`config.mk`:
```
export PLATFORM = sky130hd
export DESIGN_NAME = crc_ctrl
export DESIGN_NICKNAME = d
export VERILOG_FILES = /design/src/crc_pkg.sv /design/src/crc_monitor.sv /design/src/crc_ctrl.sv
export SDC_FILE = /design/constraint.sdc
export NUM_CORES = 1
export LEC_CHECK = 0
export ABC_CLOCK_PERIOD_IN_PS = 4300
export BUFFER_PORTS_ARGS = -buffer_cell sky130_fd_sc_hd__buf_2
export CAP_MARGIN = 40
export CORE_ASPECT_RATIO = 0.7
export CORE_MARGIN = 2
export CORE_UTILIZATION = 54
export CTS_CLUSTER_SIZE = 30
export DETAILED_ROUTE_END_ITERATION = 8
export GPL_TIMING_DRIVEN = 1
export PLACE_DENSITY = 0.82
export SYNTH_ARGS = -nofsm -noshare
export SYNTH_HDL_FRONTEND = slang
export SYNTH_SLANG_ARGS = --single-unit
```
`constraint.sdc`:
```
create_clock -name ref_clk_i -period 4.3 [get_ports ref_clk_i]
set_clock_uncertainty 0.15 [all_clocks]
set_input_delay 0.86 -clock ref_clk_i [delete_from_list [all_inputs] [get_ports ref_clk_i]]
set_output_delay 0.86 -clock ref_clk_i [all_outputs]
set_load 0.1 [all_outputs]
```
`src/crc_pkg.sv`:
```
// Package of constants and types for the cable reflectometry controller
package crc_pkg;

	// ------------------------------------------------------------------
	// Clock
	// ------------------------------------------------------------------
	localparam int CLK_PERIOD_NS = 20;

	// ------------------------------------------------------------------
	// Register map, diagnostic page
	// ------------------------------------------------------------------
	localparam logic [2:0] DIAG_PAGE = 3'h2;
	localparam logic [4:0] REG_CTRL_OFS = 5'h16;
	localparam logic [4:0] REG_WIN_OFS = 5'h17;
	localparam logic [4:0] REG_PEAK_OFS = 5'h18;
	localparam logic [4:0] REG_THR_OFS = 5'h19;

	// ------------------------------------------------------------------
	// Control register fields
	// ------------------------------------------------------------------
	localparam int CTRL_EN_BIT = 15;
	localparam int CTRL_FAST_BIT = 14;
	localparam int CTRL_TXPAIR_BIT = 13;
	localparam int CTRL_MONPAIR_BIT = 12;
	localparam int CTRL_SEND_BIT = 11;
	localparam int CTRL_WID_LSB = 8;
	localparam int CTRL_MIN_BIT = 7;
	localparam logic [15:0] CTRL_RST = 16'h0000;
	localparam logic [15:0] CTRL_STORE_MASK = 16'hf780;

	// ------------------------------------------------------------------
	// Window register fields
	// ------------------------------------------------------------------
	localparam int WIN_START_LSB = 8;
	localparam int WIN_STOP_LSB = 0;
	localparam logic [15:0] WIN_RST = 16'h00ff;
	localparam logic [7:0] TIMER_LAST = 8'hff;

	// ------------------------------------------------------------------
	// Slow-driver link pulse timing
	// ------------------------------------------------------------------
	localparam int LINK_SHORT_NS = 50;
	localparam int LINK_LONG_NS = 100;
	localparam logic [2:0] LINK_SHORT_CYC =
		3'((LINK_SHORT_NS / CLK_PERIOD_NS) < 1 ? 1 : LINK_SHORT_NS / CLK_PERIOD_NS);
	localparam logic [2:0] LINK_LONG_CYC =
		3'((LINK_LONG_NS / CLK_PERIOD_NS) < 1 ? 1 : LINK_LONG_NS / CLK_PERIOD_NS);
	localparam logic [2:0] LINK_LONG_MIN_WID = 3'h4;

	// ------------------------------------------------------------------
	// Types
	// ------------------------------------------------------------------
	typedef enum logic {
		ST_IDLE = 1'b0,
		ST_RUN = 1'b1
	} crc_run_t;

endpackage : crc_pkg

```
`src/crc_monitor.sv`:
```
// Peak and threshold-crossing tracker for reflectometry samples
`timescale 1ns/100ps
module crc_monitor
	import crc_pkg::*;
(
	// Clock and reset
	input wire logic ref_clk_i,
	input wire logic rst_n_i,
	// Run control
	input wire logic clear_i,
	input wire logic qual_i,
	input wire logic min_mode_i,
	input wire logic [7:0] tick_i,
	// Sample path
	input wire logic signed [7:0] sample_i,
	input wire logic signed [7:0] thr_level_i,
	// Results
	output logic [7:0] peak_val_o,
	output logic [7:0] peak_time_o,
	output logic peak_seen_o,
	output logic [7:0] thr_val_o,
	output logic [7:0] thr_time_o,
	output logic thr_hit_o
);

	// ------------------------------------------------------------------
	// Comparisons
	// ------------------------------------------------------------------
	// Strict compare keeps the time of the first occurrence of the peak
	wire logic signed [7:0] peak_s = peak_val_o;
	wire logic beats_peak = min_mode_i ? (sample_i < peak_s) : (sample_i > peak_s);
	wire logic peak_upd = qual_i & (~peak_seen_o | beats_peak);
	wire logic over_thr = min_mode_i ? (sample_i < thr_level_i) : (sample_i > thr_level_i);
	wire logic thr_upd = qual_i & ~thr_hit_o & over_thr;

	// ------------------------------------------------------------------
	// Result registers
	// ------------------------------------------------------------------
	always_ff @(posedge ref_clk_i) begin
		if (!rst_n_i || clear_i) begin
			peak_val_o <= 8'h00;
			peak_time_o <= 8'h00;
			peak_seen_o <= 1'b0;
		end else if (peak_upd) begin
			peak_val_o <= sample_i;
			peak_time_o <= tick_i;
			peak_seen_o <= 1'b1;
		end
	end

	always_ff @(posedge ref_clk_i) begin
		if (!rst_n_i || clear_i) begin
			thr_val_o <= 8'h00;
			thr_time_o <= 8'h00;
			thr_hit_o <= 1'b0;
		end else if (thr_upd) begin
			thr_val_o <= sample_i;
			thr_time_o <= tick_i;
			thr_hit_o <= 1'b1;
		end
	end

endmodule : crc_monitor

```
`src/crc_ctrl.sv`:
```
// Cable reflectometry controller: registers, pulse generator, timed monitor
//
// Behaviour
// - Control register at 16h, window register at 17h, diagnostic page 2.
// - Control bit 15 suspends link and gives both line drivers to this logic.
// - Writing control bit 11 launches one pulse and starts the monitor.
// - Control bit 14 clear: slow-driver link pulses; set: fast-driver data pulses.
// - Control bits 10:8 give fast pulse width 0..7 clocks; slow pulses are long from 4 up; zero sends no pulse.
// - Control bit 13 picks pulse pair: zero transmit pair, one receive pair.
// - Control bit 7 clear tracks most positive sample; set tracks most negative.
// - Control bit 12 picks monitored pair: zero transmit pair, one receive pair.
// - Samples qualify only from window start count through window stop count.
// - Window resets to start 0, stop 255, counted in sample clocks.
// - Peak result reads at 18h, threshold result at 19h, same page.
// - Timer runs from launch; first peak or threshold time is recorded.
// - Fast-driver pulses alternate positive and negative polarity.
// - Zero width still runs the monitor to capture a baseline.
// - Slow-driver link pulses last either 40 ns (2 clocks) or 100 ns (5 clocks).
`timescale 1ns/100ps
module crc_ctrl
	import crc_pkg::*;
(
	// Clock and reset
	input wire logic ref_clk_i,
	input wire logic rst_n_i,
	// Management register port
	input wire logic [2:0] reg_page_i,
	input wire logic [4:0] reg_addr_i,
	input wire logic reg_wr_i,
	input wire logic reg_rd_i,
	input wire logic [15:0] reg_wdata_i,
	output logic [15:0] reg_rdata_o,
	// Converter samples from the two pairs, asynchronous to this clock
	input wire logic [7:0] adc_tx_pair_i,
	input wire logic [7:0] adc_rx_pair_i,
	// Threshold level for the crossing detector
	input wire logic [7:0] thr_level_i,
	// Line driver control
	output logic link_suspend_o,
	output logic slow_line_driver_own_o,
	output logic fast_line_driver_own_o,
	output logic slow_line_driver_pulse_o,
	output logic fast_line_driver_pos_o,
	output logic fast_line_driver_neg_o,
	output logic pulse_pair_rx_o,
	// Status
	output logic busy_o
);

	// ------------------------------------------------------------------
	// Register storage
	// ------------------------------------------------------------------
	logic [15:0] ctrl_r;
	logic [15:0] win_r;
	crc_run_t run_r;
	crc_run_t run_nxt;

	wire logic page_hit = (reg_page_i == DIAG_PAGE);
	wire logic sel_ctrl = page_hit & (reg_addr_i == REG_CTRL_OFS);
	wire logic sel_win = page_hit & (reg_addr_i == REG_WIN_OFS);
	wire logic sel_peak = page_hit & (reg_addr_i == REG_PEAK_OFS);
	wire logic sel_thr = page_hit & (reg_addr_i == REG_THR_OFS);

	wire logic en_bit = ctrl_r[CTRL_EN_BIT];
	wire logic fast_bit = ctrl_r[CTRL_FAST_BIT];
	wire logic min_bit = ctrl_r[CTRL_MIN_BIT];
	wire logic mon_rx_bit = ctrl_r[CTRL_MONPAIR_BIT];
	wire logic [2:0] wid = ctrl_r[CTRL_WID_LSB +: 3];
	wire logic [7:0] win_start = win_r[WIN_START_LSB +: 8];
	wire logic [7:0] win_stop = win_r[WIN_STOP_LSB +: 8];

	// A launch needs the enable bit set in the same write as the send bit
	wire logic wr_ctrl = reg_wr_i & sel_ctrl;
	wire logic launch = wr_ctrl & reg_wdata_i[CTRL_SEND_BIT] & reg_wdata_i[CTRL_EN_BIT]
		& (run_r == ST_IDLE);

	// ------------------------------------------------------------------
	// Control and window registers
	// ------------------------------------------------------------------
	// Send bit reads back as busy; it drops by itself when the run ends
	wire logic [15:0] ctrl_store = reg_wdata_i & CTRL_STORE_MASK;

	always_ff @(posedge ref_clk_i) begin
		if (!rst_n_i) begin
			ctrl_r <= CTRL_RST;
		end else if (wr_ctrl) begin
			ctrl_r <= ctrl_store;
		end
	end

	always_ff @(posedge ref_clk_i) begin
		if (!rst_n_i) begin
			win_r <= WIN_RST;
		end else if (reg_wr_i && sel_win) begin
			win_r <= reg_wdata_i;
		end
	end

	// ------------------------------------------------------------------
	// Line ownership
	// ------------------------------------------------------------------
	always_ff @(posedge ref_clk_i) begin
		if (!rst_n_i) begin
			link_suspend_o <= 1'b0;
			slow_line_driver_own_o <= 1'b0;
			fast_line_driver_own_o <= 1'b0;
			pulse_pair_rx_o <= 1'b0;
		end else begin
			link_suspend_o <= en_bit;
			slow_line_driver_own_o <= en_bit;
			fast_line_driver_own_o <= en_bit;
			pulse_pair_rx_o <= ctrl_r[CTRL_TXPAIR_BIT];
		end
	end

	// ------------------------------------------------------------------
	// Run timer
	// ------------------------------------------------------------------
	logic [7:0] timer_r;
	wire logic run_last = (timer_r == win_stop) | (timer_r == TIMER_LAST);
	wire logic in_win = (timer_r >= win_start) & (timer_r <= win_stop);
	wire logic qual = (run_r == ST_RUN) & in_win;

	always_comb begin
		run_nxt = run_r;
		unique case (run_r)
			ST_IDLE: if (launch) run_nxt = ST_RUN;
			ST_RUN: if (run_last || !en_bit) run_nxt = ST_IDLE;
		endcase
	end

	always_ff @(posedge ref_clk_i) begin
		if (!rst_n_i) begin
			run_r <= ST_IDLE;
			timer_r <= 8'h00;
		end else begin
			run_r <= run_nxt;
			timer_r <= (run_r == ST_RUN) ? timer_r + 8'h01 : 8'h00;
		end
	end

	always_ff @(posedge ref_clk_i) begin
		if (!rst_n_i) begin
			busy_o <= 1'b0;
		end else begin
			busy_o <= (run_nxt == ST_RUN);
		end
	end

	// ------------------------------------------------------------------
	// Pulse generator
	// ------------------------------------------------------------------
	// Width is sampled from the launching write so a late edit cannot stretch it
	wire logic [2:0] new_wid = reg_wdata_i[CTRL_WID_LSB +: 3];
	wire logic new_fast = reg_wdata_i[CTRL_FAST_BIT];
	wire logic [2:0] slow_len = (new_wid >= LINK_LONG_MIN_WID) ? LINK_LONG_CYC
		: LINK_SHORT_CYC;
	wire logic [2:0] pulse_len = (new_wid == 3'h0) ? 3'h0 : (new_fast ? new_wid : slow_len);
	logic [2:0] pulse_cnt_r;
	logic pulse_fast_r;
	logic fast_pol_r;

	always_ff @(posedge ref_clk_i) begin
		if (!rst_n_i) begin
			pulse_cnt_r <= 3'h0;
			pulse_fast_r <= 1'b0;
		end else if (launch) begin
			pulse_cnt_r <= pulse_len;
			pulse_fast_r <= new_fast;
		end else if (pulse_cnt_r != 3'h0) begin
			pulse_cnt_r <= pulse_cnt_r - 3'h1;
		end
	end

	// Polarity flips on every sent fast pulse, not on baseline runs
	always_ff @(posedge ref_clk_i) begin
		if (!rst_n_i) begin
			fast_pol_r <= 1'b0;
		end else if (launch && new_fast && new_wid != 3'h0) begin
			fast_pol_r <= ~fast_pol_r;
		end
	end

	wire logic pulse_on = (pulse_cnt_r != 3'h0) & en_bit;

	always_ff @(posedge ref_clk_i) begin
		if (!rst_n_i) begin
			slow_line_driver_pulse_o <= 1'b0;
			fast_line_driver_pos_o <= 1'b0;
			fast_line_driver_neg_o <= 1'b0;
		end else begin
			slow_line_driver_pulse_o <= pulse_on & ~pulse_fast_r;
			fast_line_driver_pos_o <= pulse_on & pulse_fast_r & fast_pol_r;
			fast_line_driver_neg_o <= pulse_on & pulse_fast_r & ~fast_pol_r;
		end
	end

	// ------------------------------------------------------------------
	// Sample synchronisers and pair select
	// ------------------------------------------------------------------
	logic [7:0] adc_tx_m_r;
	logic [7:0] adc_tx_s_r;
	logic [7:0] adc_rx_m_r;
	logic [7:0] adc_rx_s_r;

	always_ff @(posedge ref_clk_i) begin
		if (!rst_n_i) begin
			adc_tx_m_r <= 8'h00;
			adc_tx_s_r <= 8'h00;
			adc_rx_m_r <= 8'h00;
			adc_rx_s_r <= 8'h00;
		end else begin
			adc_tx_m_r <= adc_tx_pair_i;
			adc_tx_s_r <= adc_tx_m_r;
			adc_rx_m_r <= adc_rx_pair_i;
			adc_rx_s_r <= adc_rx_m_r;
		end
	end

	wire logic [7:0] mon_sample = mon_rx_bit ? adc_rx_s_r : adc_tx_s_r;

	// ------------------------------------------------------------------
	// Monitor
	// ------------------------------------------------------------------
	logic [7:0] peak_val;
	logic [7:0] peak_time;
	logic [7:0] thr_val;
	logic [7:0] thr_time;
	logic thr_hit;

	crc_monitor u_monitor (
		.ref_clk_i(ref_clk_i),
		.rst_n_i(rst_n_i),
		.clear_i(launch),
		.qual_i(qual),
		.min_mode_i(min_bit),
		.tick_i(timer_r),
		.sample_i(mon_sample),
		.thr_level_i(thr_level_i),
		.peak_val_o(peak_val),
		.peak_time_o(peak_time),
		.peak_seen_o(),
		.thr_val_o(thr_val),
		.thr_time_o(thr_time),
		.thr_hit_o(thr_hit)
	);

	// ------------------------------------------------------------------
	// Read path
	// ------------------------------------------------------------------
	wire logic [15:0] ctrl_view = {ctrl_r[15:12], (run_r == ST_RUN), ctrl_r[10:0]};
	wire logic [15:0] rd_mux = sel_ctrl ? ctrl_view
		: sel_win ? win_r
		: sel_peak ? {peak_time, peak_val}
		: sel_thr ? {thr_time, thr_val}
		: 16'h0000;

	always_ff @(posedge ref_clk_i) begin
		if (!rst_n_i) begin
			reg_rdata_o <= 16'h0000;
		end else if (reg_rd_i) begin
			reg_rdata_o <= rd_mux;
		end
	end

	// ------------------------------------------------------------------
	// Checks
	// ------------------------------------------------------------------
	logic [2:0] hi_cnt_r;
	logic [2:0] exp_len_r;

	always_ff @(posedge ref_clk_i) begin
		if (!rst_n_i) begin
			hi_cnt_r <= 3'h0;
			exp_len_r <= 3'h0;
		end else begin
			if (launch) exp_len_r <= pulse_len;
			hi_cnt_r <= (slow_line_driver_pulse_o | fast_line_driver_pos_o
				| fast_line_driver_neg_o) ? hi_cnt_r + 3'h1 : 3'h0;
		end
	end
endmodule : crc_ctrl

```
## Word level (Yosys, flattened, before mapping)

Cells that the tools add are included.

| storage, ports and cells | value |
|---|---|
| bits of input ports | 52 |
| logic and storage cells | 91 |
| flip-flop bits (word level) | 125 |
| output and inout bits | 24 |

| cells by class | value |
|---|---|
| reductions and logical operators | 12 |
| magnitude comparators | 7 |
| mux-type cells | 15 |
| equal/unequal tests | 7 |
| $add $sub $neg | 2 |
| bitwise logic cells | 25 |

Operator list:

| kind | count |
|---|---|
| 2-to-1 mux 16 bit | 4 |
| equality test 5 bit (second input constant) | 4 |
| AND 1 bit | 18 |
| greater-than comparator 8 bit | 2 |
| less-than comparator 8 bit | 2 |
| 2-to-1 mux 3 bit | 5 |
| adder 8 x 1 -> 8 bit (second input constant) | 1 |
| equality test 8 bit | 1 |
| equality test 8 bit (second input constant) | 1 |
| >= comparator 8 bit | 1 |
| <= comparator 8 bit | 1 |
| 2-to-1 mux 8 bit | 1 |
| nonzero test 3 bit | 2 |
| inverter 1 bit | 5 |
| 2-to-1 mux 1 bit | 4 |
| equality test 3 x 2 -> 1 bit (second input constant) | 1 |
| >= comparator 3 bit (second input constant) | 1 |
| logical AND 1 bit | 3 |
| zero test 3 bit | 1 |
| subtractor 3 x 1 -> 3 bit (second input constant) | 1 |
| zero test 1 bit | 2 |
| logical OR 1 bit | 2 |
| bitwise OR 1 bit | 2 |
| case mux 1 bit (2 select lines) | 1 |
| 2 further kinds | 2 |

## Depth between registers and ports, before layout

| logic depth | value |
|---|---|
| depth after elaboration | 8 |
| mapped depth | 11 |
| mapped depth without buffers | 8 |

## Cells and area by module

A second synthesis with hierarchy kept.

| second synthesis, totals | value |
|---|---|
| cells, all modules | 713 |
| area, all modules | 6,327.3 um2 |

Modules (own cells, without submodules):

| module | area an instance (um2) | instances | seq. area each (um2) | cells each |
|---|---|---|---|---|
| crc_ctrl | 4,002.6 | 1 | 1,821.7 | 442 |
| crc_monitor | 2,324.7 | 1 | 680.7 | 271 |

## Worst setup path before layout

No wires, ideal clock.

| path | value |
|---|---|
| path kind | register to register |
| start | register ctrl_r[12] |
| end | register u_monitor.thr_time_o[0] |
| data required time | 4.078 ns |
| buffers on the path | 2 |
| setup slack | 1.313 ns |
| period minus slack after synthesis | 2.987 ns |
| stages on the path, launching flop included | 11 |
| arrival | 2.766 ns |
| library setup time | 0.072 ns |
| cells stage by stage | dfxtp_1 clkbuf_1 mux2_2 ha_1 nor2b_4 and3b_1 a221o_1 and3_4 o211ai_4 buf_12 mux2i_1 |

| between the ends | value |
|---|---|
| cells in the longest elaborated chain, start to end | 4 |
| elaborated cells on any way between the ends | 5 |
| those cells by class | order compare: 2; mux: 2; bitwise: 1 |

RTL lines:

| element | line | source |
|---|---|---|
| start: declaration | crc_ctrl.sv:53 | `logic [15:0] ctrl_r;` |
| start signal: assignment | crc_ctrl.sv:87 | `ctrl_r <= ctrl_store;` |
| 2-to-1 mux 8 bit (*) | crc_ctrl.sv:220 | `wire logic [7:0] mon_sample = mon_rx_bit ? adc_rx_s_r : adc_tx_s_r;` |
| net mon_sample[7] | crc_ctrl.sv:220 |  |
| greater-than comparator 8 bit / less-than comparator 8 bit (equally long branches) | crc_monitor.sv:33 | `wire logic over_thr = min_mode_i ? (sample_i < thr_level_i) : (sample_i > thr_level_i);` |
| 2-to-1 mux 1 bit (*) | crc_monitor.sv:33 |  |
| AND 1 bit (*) | crc_monitor.sv:34 | `wire logic thr_upd = qual_i & ~thr_hit_o & over_thr;` |
| end signal: assignment | crc_monitor.sv:58 | `thr_time_o <= tick_i;` |
| end: declaration | crc_monitor.sv:22 | `output logic [7:0] thr_time_o,` |

The timed path passes the listed nets; every way through them passes the cells marked *.
A chain may end at the register's enable or synchronous reset.

## Final worst setup path

| path | value |
|---|---|
| start | register ctrl_r[12] |
| end | register u_monitor.thr_time_o[4] |

The elaborated chain is that of the path after synthesis.

==> qor.yml <==
worst_setup_path:
  critPathLaunchType: "register"
  critical_path_peak_fanout: 16
  critical_path_required_ps: 4490
  slowest_cell_on_the_critical_path: "sky130_fd_sc_hd__o211ai_4"
  setup.worst_path.class: "reg -> reg"
  max_stage_delay_ps: 600
  r2r_setup_slack_ps: 980
  ordered_cell_list_for_the_critical_path: "mux2_2 -> ha_1 -> nor2b_4 -> and3b_1 -> a221o_1 -> and3_4 -> o211ai_4 -> mux2i_1"
  critical_path.endpoint_type: "register"
  cp_data_arrival_time_ps: 3500
logic_synthesis:
  synth_enable_flop_cells: 0
  synthesis.area_per_instance_um2: 9.61
  synth_top_area_frac: 0.433
  synthTopCellsByArea: "sky130_fd_sc_hd__dfxtp_1, sky130_fd_sc_hd__mux2i_1, sky130_fd_sc_hd__ha_1"
  synthDistinctLibCells: 55
  yosys-mux-area-fraction: 0.112
  post-synth-top-area-cell: "sky130_fd_sc_hd__dfxtp_1"
  synth-simple-area-share: 0.175
  synth.most_common_cell: "sky130_fd_sc_hd__dfxtp_1"
  ys.warnings.count: 0
  synthXorXnorAreaFrac: 0.00910
  synth-seq-cells: 125
  largest_family_of_logic_cells_by_synthesized_area: "simple AND/OR/NAND/NOR gates"
  synth-seq-area-share: 0.433
  fraction_of_registers_with_async_set_reset: 0
  postSynth.topFlopCell: "sky130_fd_sc_hd__dfxtp_1"
  netlist_area_um2: 5780
  syn-num-nets: 688
  synth_compound_area_frac: 0.140
  yosys.area_share.adder: 0.0758
  synth_common_cells: "sky130_fd_sc_hd__dfxtp_1, sky130_fd_sc_hd__nand2_1, sky130_fd_sc_hd__mux2i_1, sky130_fd_sc_hd__and2_1"
  synthCells: 601
global_route:
  grt.met1_usage: 0.342
  grt_max_degree: 83
  grt_pass1_wl_mm: 23.0
  grt-ovfl-total: 0
  first_global_vias: 4637
  antenna_violations_before_repair: 1
  globalRouteMet3Util: 0.0569
  grt.met2_usage: 0.403
  grt_usage: 0.253
  grt-busiest-layer: "met2"
routing:
  routed-via-count: 4573
  avgRoutedWirePerCell_um: 17.6
  drc: 0
  drt_pre_antenna_iters: 5
  route.antenna.remaining_nets: 0
  post_drt_via_cell_ratio: 5.65
  totalWireLength_mm: 14.2
  drtIter0Drc: 323
placement:
  port-buffer-count: 75
  place_congestion: 0.907
  place_hpwl_mm: 10.0
  pre_cts_slack_ps: 1010
cells_and_area:
  final_layout_size_suffix_gt1_frac: 0.189
  area_delta_synth_final_pct: 17.2
  number_of_fill_cells: 803
  final_nets: 751
cts:
  cts_root_buffer: "sky130_fd_sc_hd__clkbuf_16"
  cts_tree: "built"
  cts_post_setup_buffers_inserted: 0
  cts_inserted_buffers: 17
  clk_path_buf_depth: 2
  clock_insertion_delay_worst_skew_ps: 420
  cts.sink_count: 125
  path_clk_slew_ps: 60
  cts.hold.buffers_added: 0
  cts-resized-gates: 0
  cts.htree.levels: 4
timing:
  setup_ws_ps: 983
  fin_setup_tns_ps: 0
  post_layout_minimum_cycle_time_ps: 3320
  worst_case_headroom_to_the_max_slew_limit: 0.353
  maxClockFrequency_mhz: 301
  timing_hold_violations_final: 0
  final.period_utilization: 0.771
  slew_viol_final: 0
  unrepaired_setup_endpoints_after_global_routing: "false"
  finalSetupViolations: 0
  slew_at_the_pin_closest_to_its_max_slew_limit_ps: 971
die:
  fp.coreArea_um2: 10400
  rows: 31
  die_area_um2: 11600
  pin_count: 76
  chipWidth_um: 128
  start_util: 0.556
  floorplan.die.height_um: 90.5
min_path:
  min_path_type: "reg -> reg"
job:
  max-cap-violations: 0
run_status:
  run_status: "finished clean"
pwr:
  worst_ir_drop_vdd_v: 0.000375
  leakage_nw: 3.05
  power.density_nw_per_um2: 429
critical path: cells and delay by family (launching register included):
family | cells | cell delay (ps)
AOI/OAI and AO/OA | 2 | 930
muxes | 2 | 690
and+or+nand+nor | 3 | 530
adders and majority gates | 1 | 340
DFF | 1 | 590
layer usage:
metal	up-vias	routed length, µm
li1	2219	-
met1	2168	6540
met2	172	6650
met3	14	907
met4	0	140
met5	-	0
report_power, final:
group	internal [mW]	switching, mW
logic	0.0973	0.163
clock network	0.870	0.568
registers	1.19	0.0154
metrics by stage:
| stage | cell area [µm²] | cells | total power, mW | hold slack (ps) | util |
|---|---|---|---|---|---|
| floorplan | 5780 | 601 | 1.42 | 262 | - |
| global placement | 6160 | 776 | 1.47 | 271 | 0.592 |
| detailed placement | 6170 | 777 | 1.48 | 268 | 0.594 |
| CTS | 6770 | 809 | 2.91 | 281 | 0.651 |
| global route | 6770 | 810 | 2.99 | 302 | 0.651 |
| finish | 6770 | 810 | 2.90 | 280 | 0.651 |
state kept, by name (all words and copies together) (netlist names):
| name | flops |
|---|---|
| u_monitor.thr_hit_o | 1 |
| ctrl_r | 8 |
| u_monitor.peak_seen_o | 1 |
| adc_rx_s_r | 8 |
| timer_r | 8 |
| adc_tx_s_r | 8 |
| fast_line_driver_own_o | 1 |
| fast_line_driver_pos_o | 1 |
| fast_line_driver_neg_o | 1 |
| u_monitor.peak_time_o | 8 |
| slow_line_driver_pulse_o | 1 |
| reg_rdata_o | 16 |
| busy_o | 1 |
| u_monitor.thr_val_o | 8 |
| fast_pol_r | 1 |
| pulse_fast_r | 1 |
| pulse_pair_rx_o | 1 |
| adc_tx_m_r | 8 |
| adc_rx_m_r | 8 |
| win_r | 16 |
| u_monitor.thr_time_o | 8 |
| u_monitor.peak_val_o | 8 |
| pulse_cnt_r | 3 |
path summary, 6_finish.rpt:
kind | startpoint | to | depth (start not counted)
setup reg to reg | ctrl_r[12] | u_monitor.thr_time_o[4] | 8
setup / recovery | ctrl_r[12] | u_monitor.thr_time_o[4] | 8
hold / removal | adc_tx_m_r[6] | adc_tx_s_r[6] | 1
hold reg to reg | adc_tx_m_r[6] | adc_tx_s_r[6] | 1
cells by family after synthesis:
kind of cell	after synthesis
and+or+nand+nor	199
DFF	125
AOI/OAI and AO/OA	102
buffers and inverters	70
muxes	64
adders and majority gates	35
xor gates and xnor gates	6
cell usage in the layout (no fill, tap or decap), types with 3 or more instances in the layout:
cell type and instances:
sky130_fd_sc_hd__dfxtp_1 125, sky130_fd_sc_hd__nand2_1 94, sky130_fd_sc_hd__buf_2 75, sky130_fd_sc_hd__mux2i_1 57
sky130_fd_sc_hd__and2_1 36, sky130_fd_sc_hd__inv_1 35, sky130_fd_sc_hd__ha_1 35, sky130_fd_sc_hd__clkbuf_16 17
sky130_fd_sc_hd__nor2_1 15, sky130_fd_sc_hd__nor2b_1 15, sky130_fd_sc_hd__o211a_1 15, sky130_fd_sc_hd__a21oi_1 11
sky130_fd_sc_hd__a21boi_0 11, sky130_fd_sc_hd__o21ai_0 10, sky130_fd_sc_hd__o211ai_1 10, sky130_fd_sc_hd__nand3_1 9
sky130_fd_sc_hd__o221ai_1 8, sky130_fd_sc_hd__inv_6 8, sky130_fd_sc_hd__mux2_2 7, sky130_fd_sc_hd__and3_1 7
sky130_fd_sc_hd__a22o_1 7, sky130_fd_sc_hd__a22oi_1 7, sky130_fd_sc_hd__nand4_1 5, sky130_fd_sc_hd__nand2b_1 4
sky130_fd_sc_hd__xnor2_1 4, sky130_fd_sc_hd__o311ai_0 3, sky130_fd_sc_hd__o21a_1 3, sky130_fd_sc_hd__buf_4 3
final cells by class:
type / count / area [µm²] / share of cell area
Timing Repair Buffer: 79 / 413 / 0.0610
Inverter: 35 / 131 / 0.0194
Sequential cell: 125 / 2500 / 0.370
Clock buffer: 17 / 425 / 0.0628
Tap cell: 132 / 165 / 0.0244
Antenna cell: 1 / 2.50 / 0.000370
Multi-Input combinational cell: 406 / 2960 / 0.437
Clock inverter: 15 / 170 / 0.0251
(Power assumes the default switching activity.)
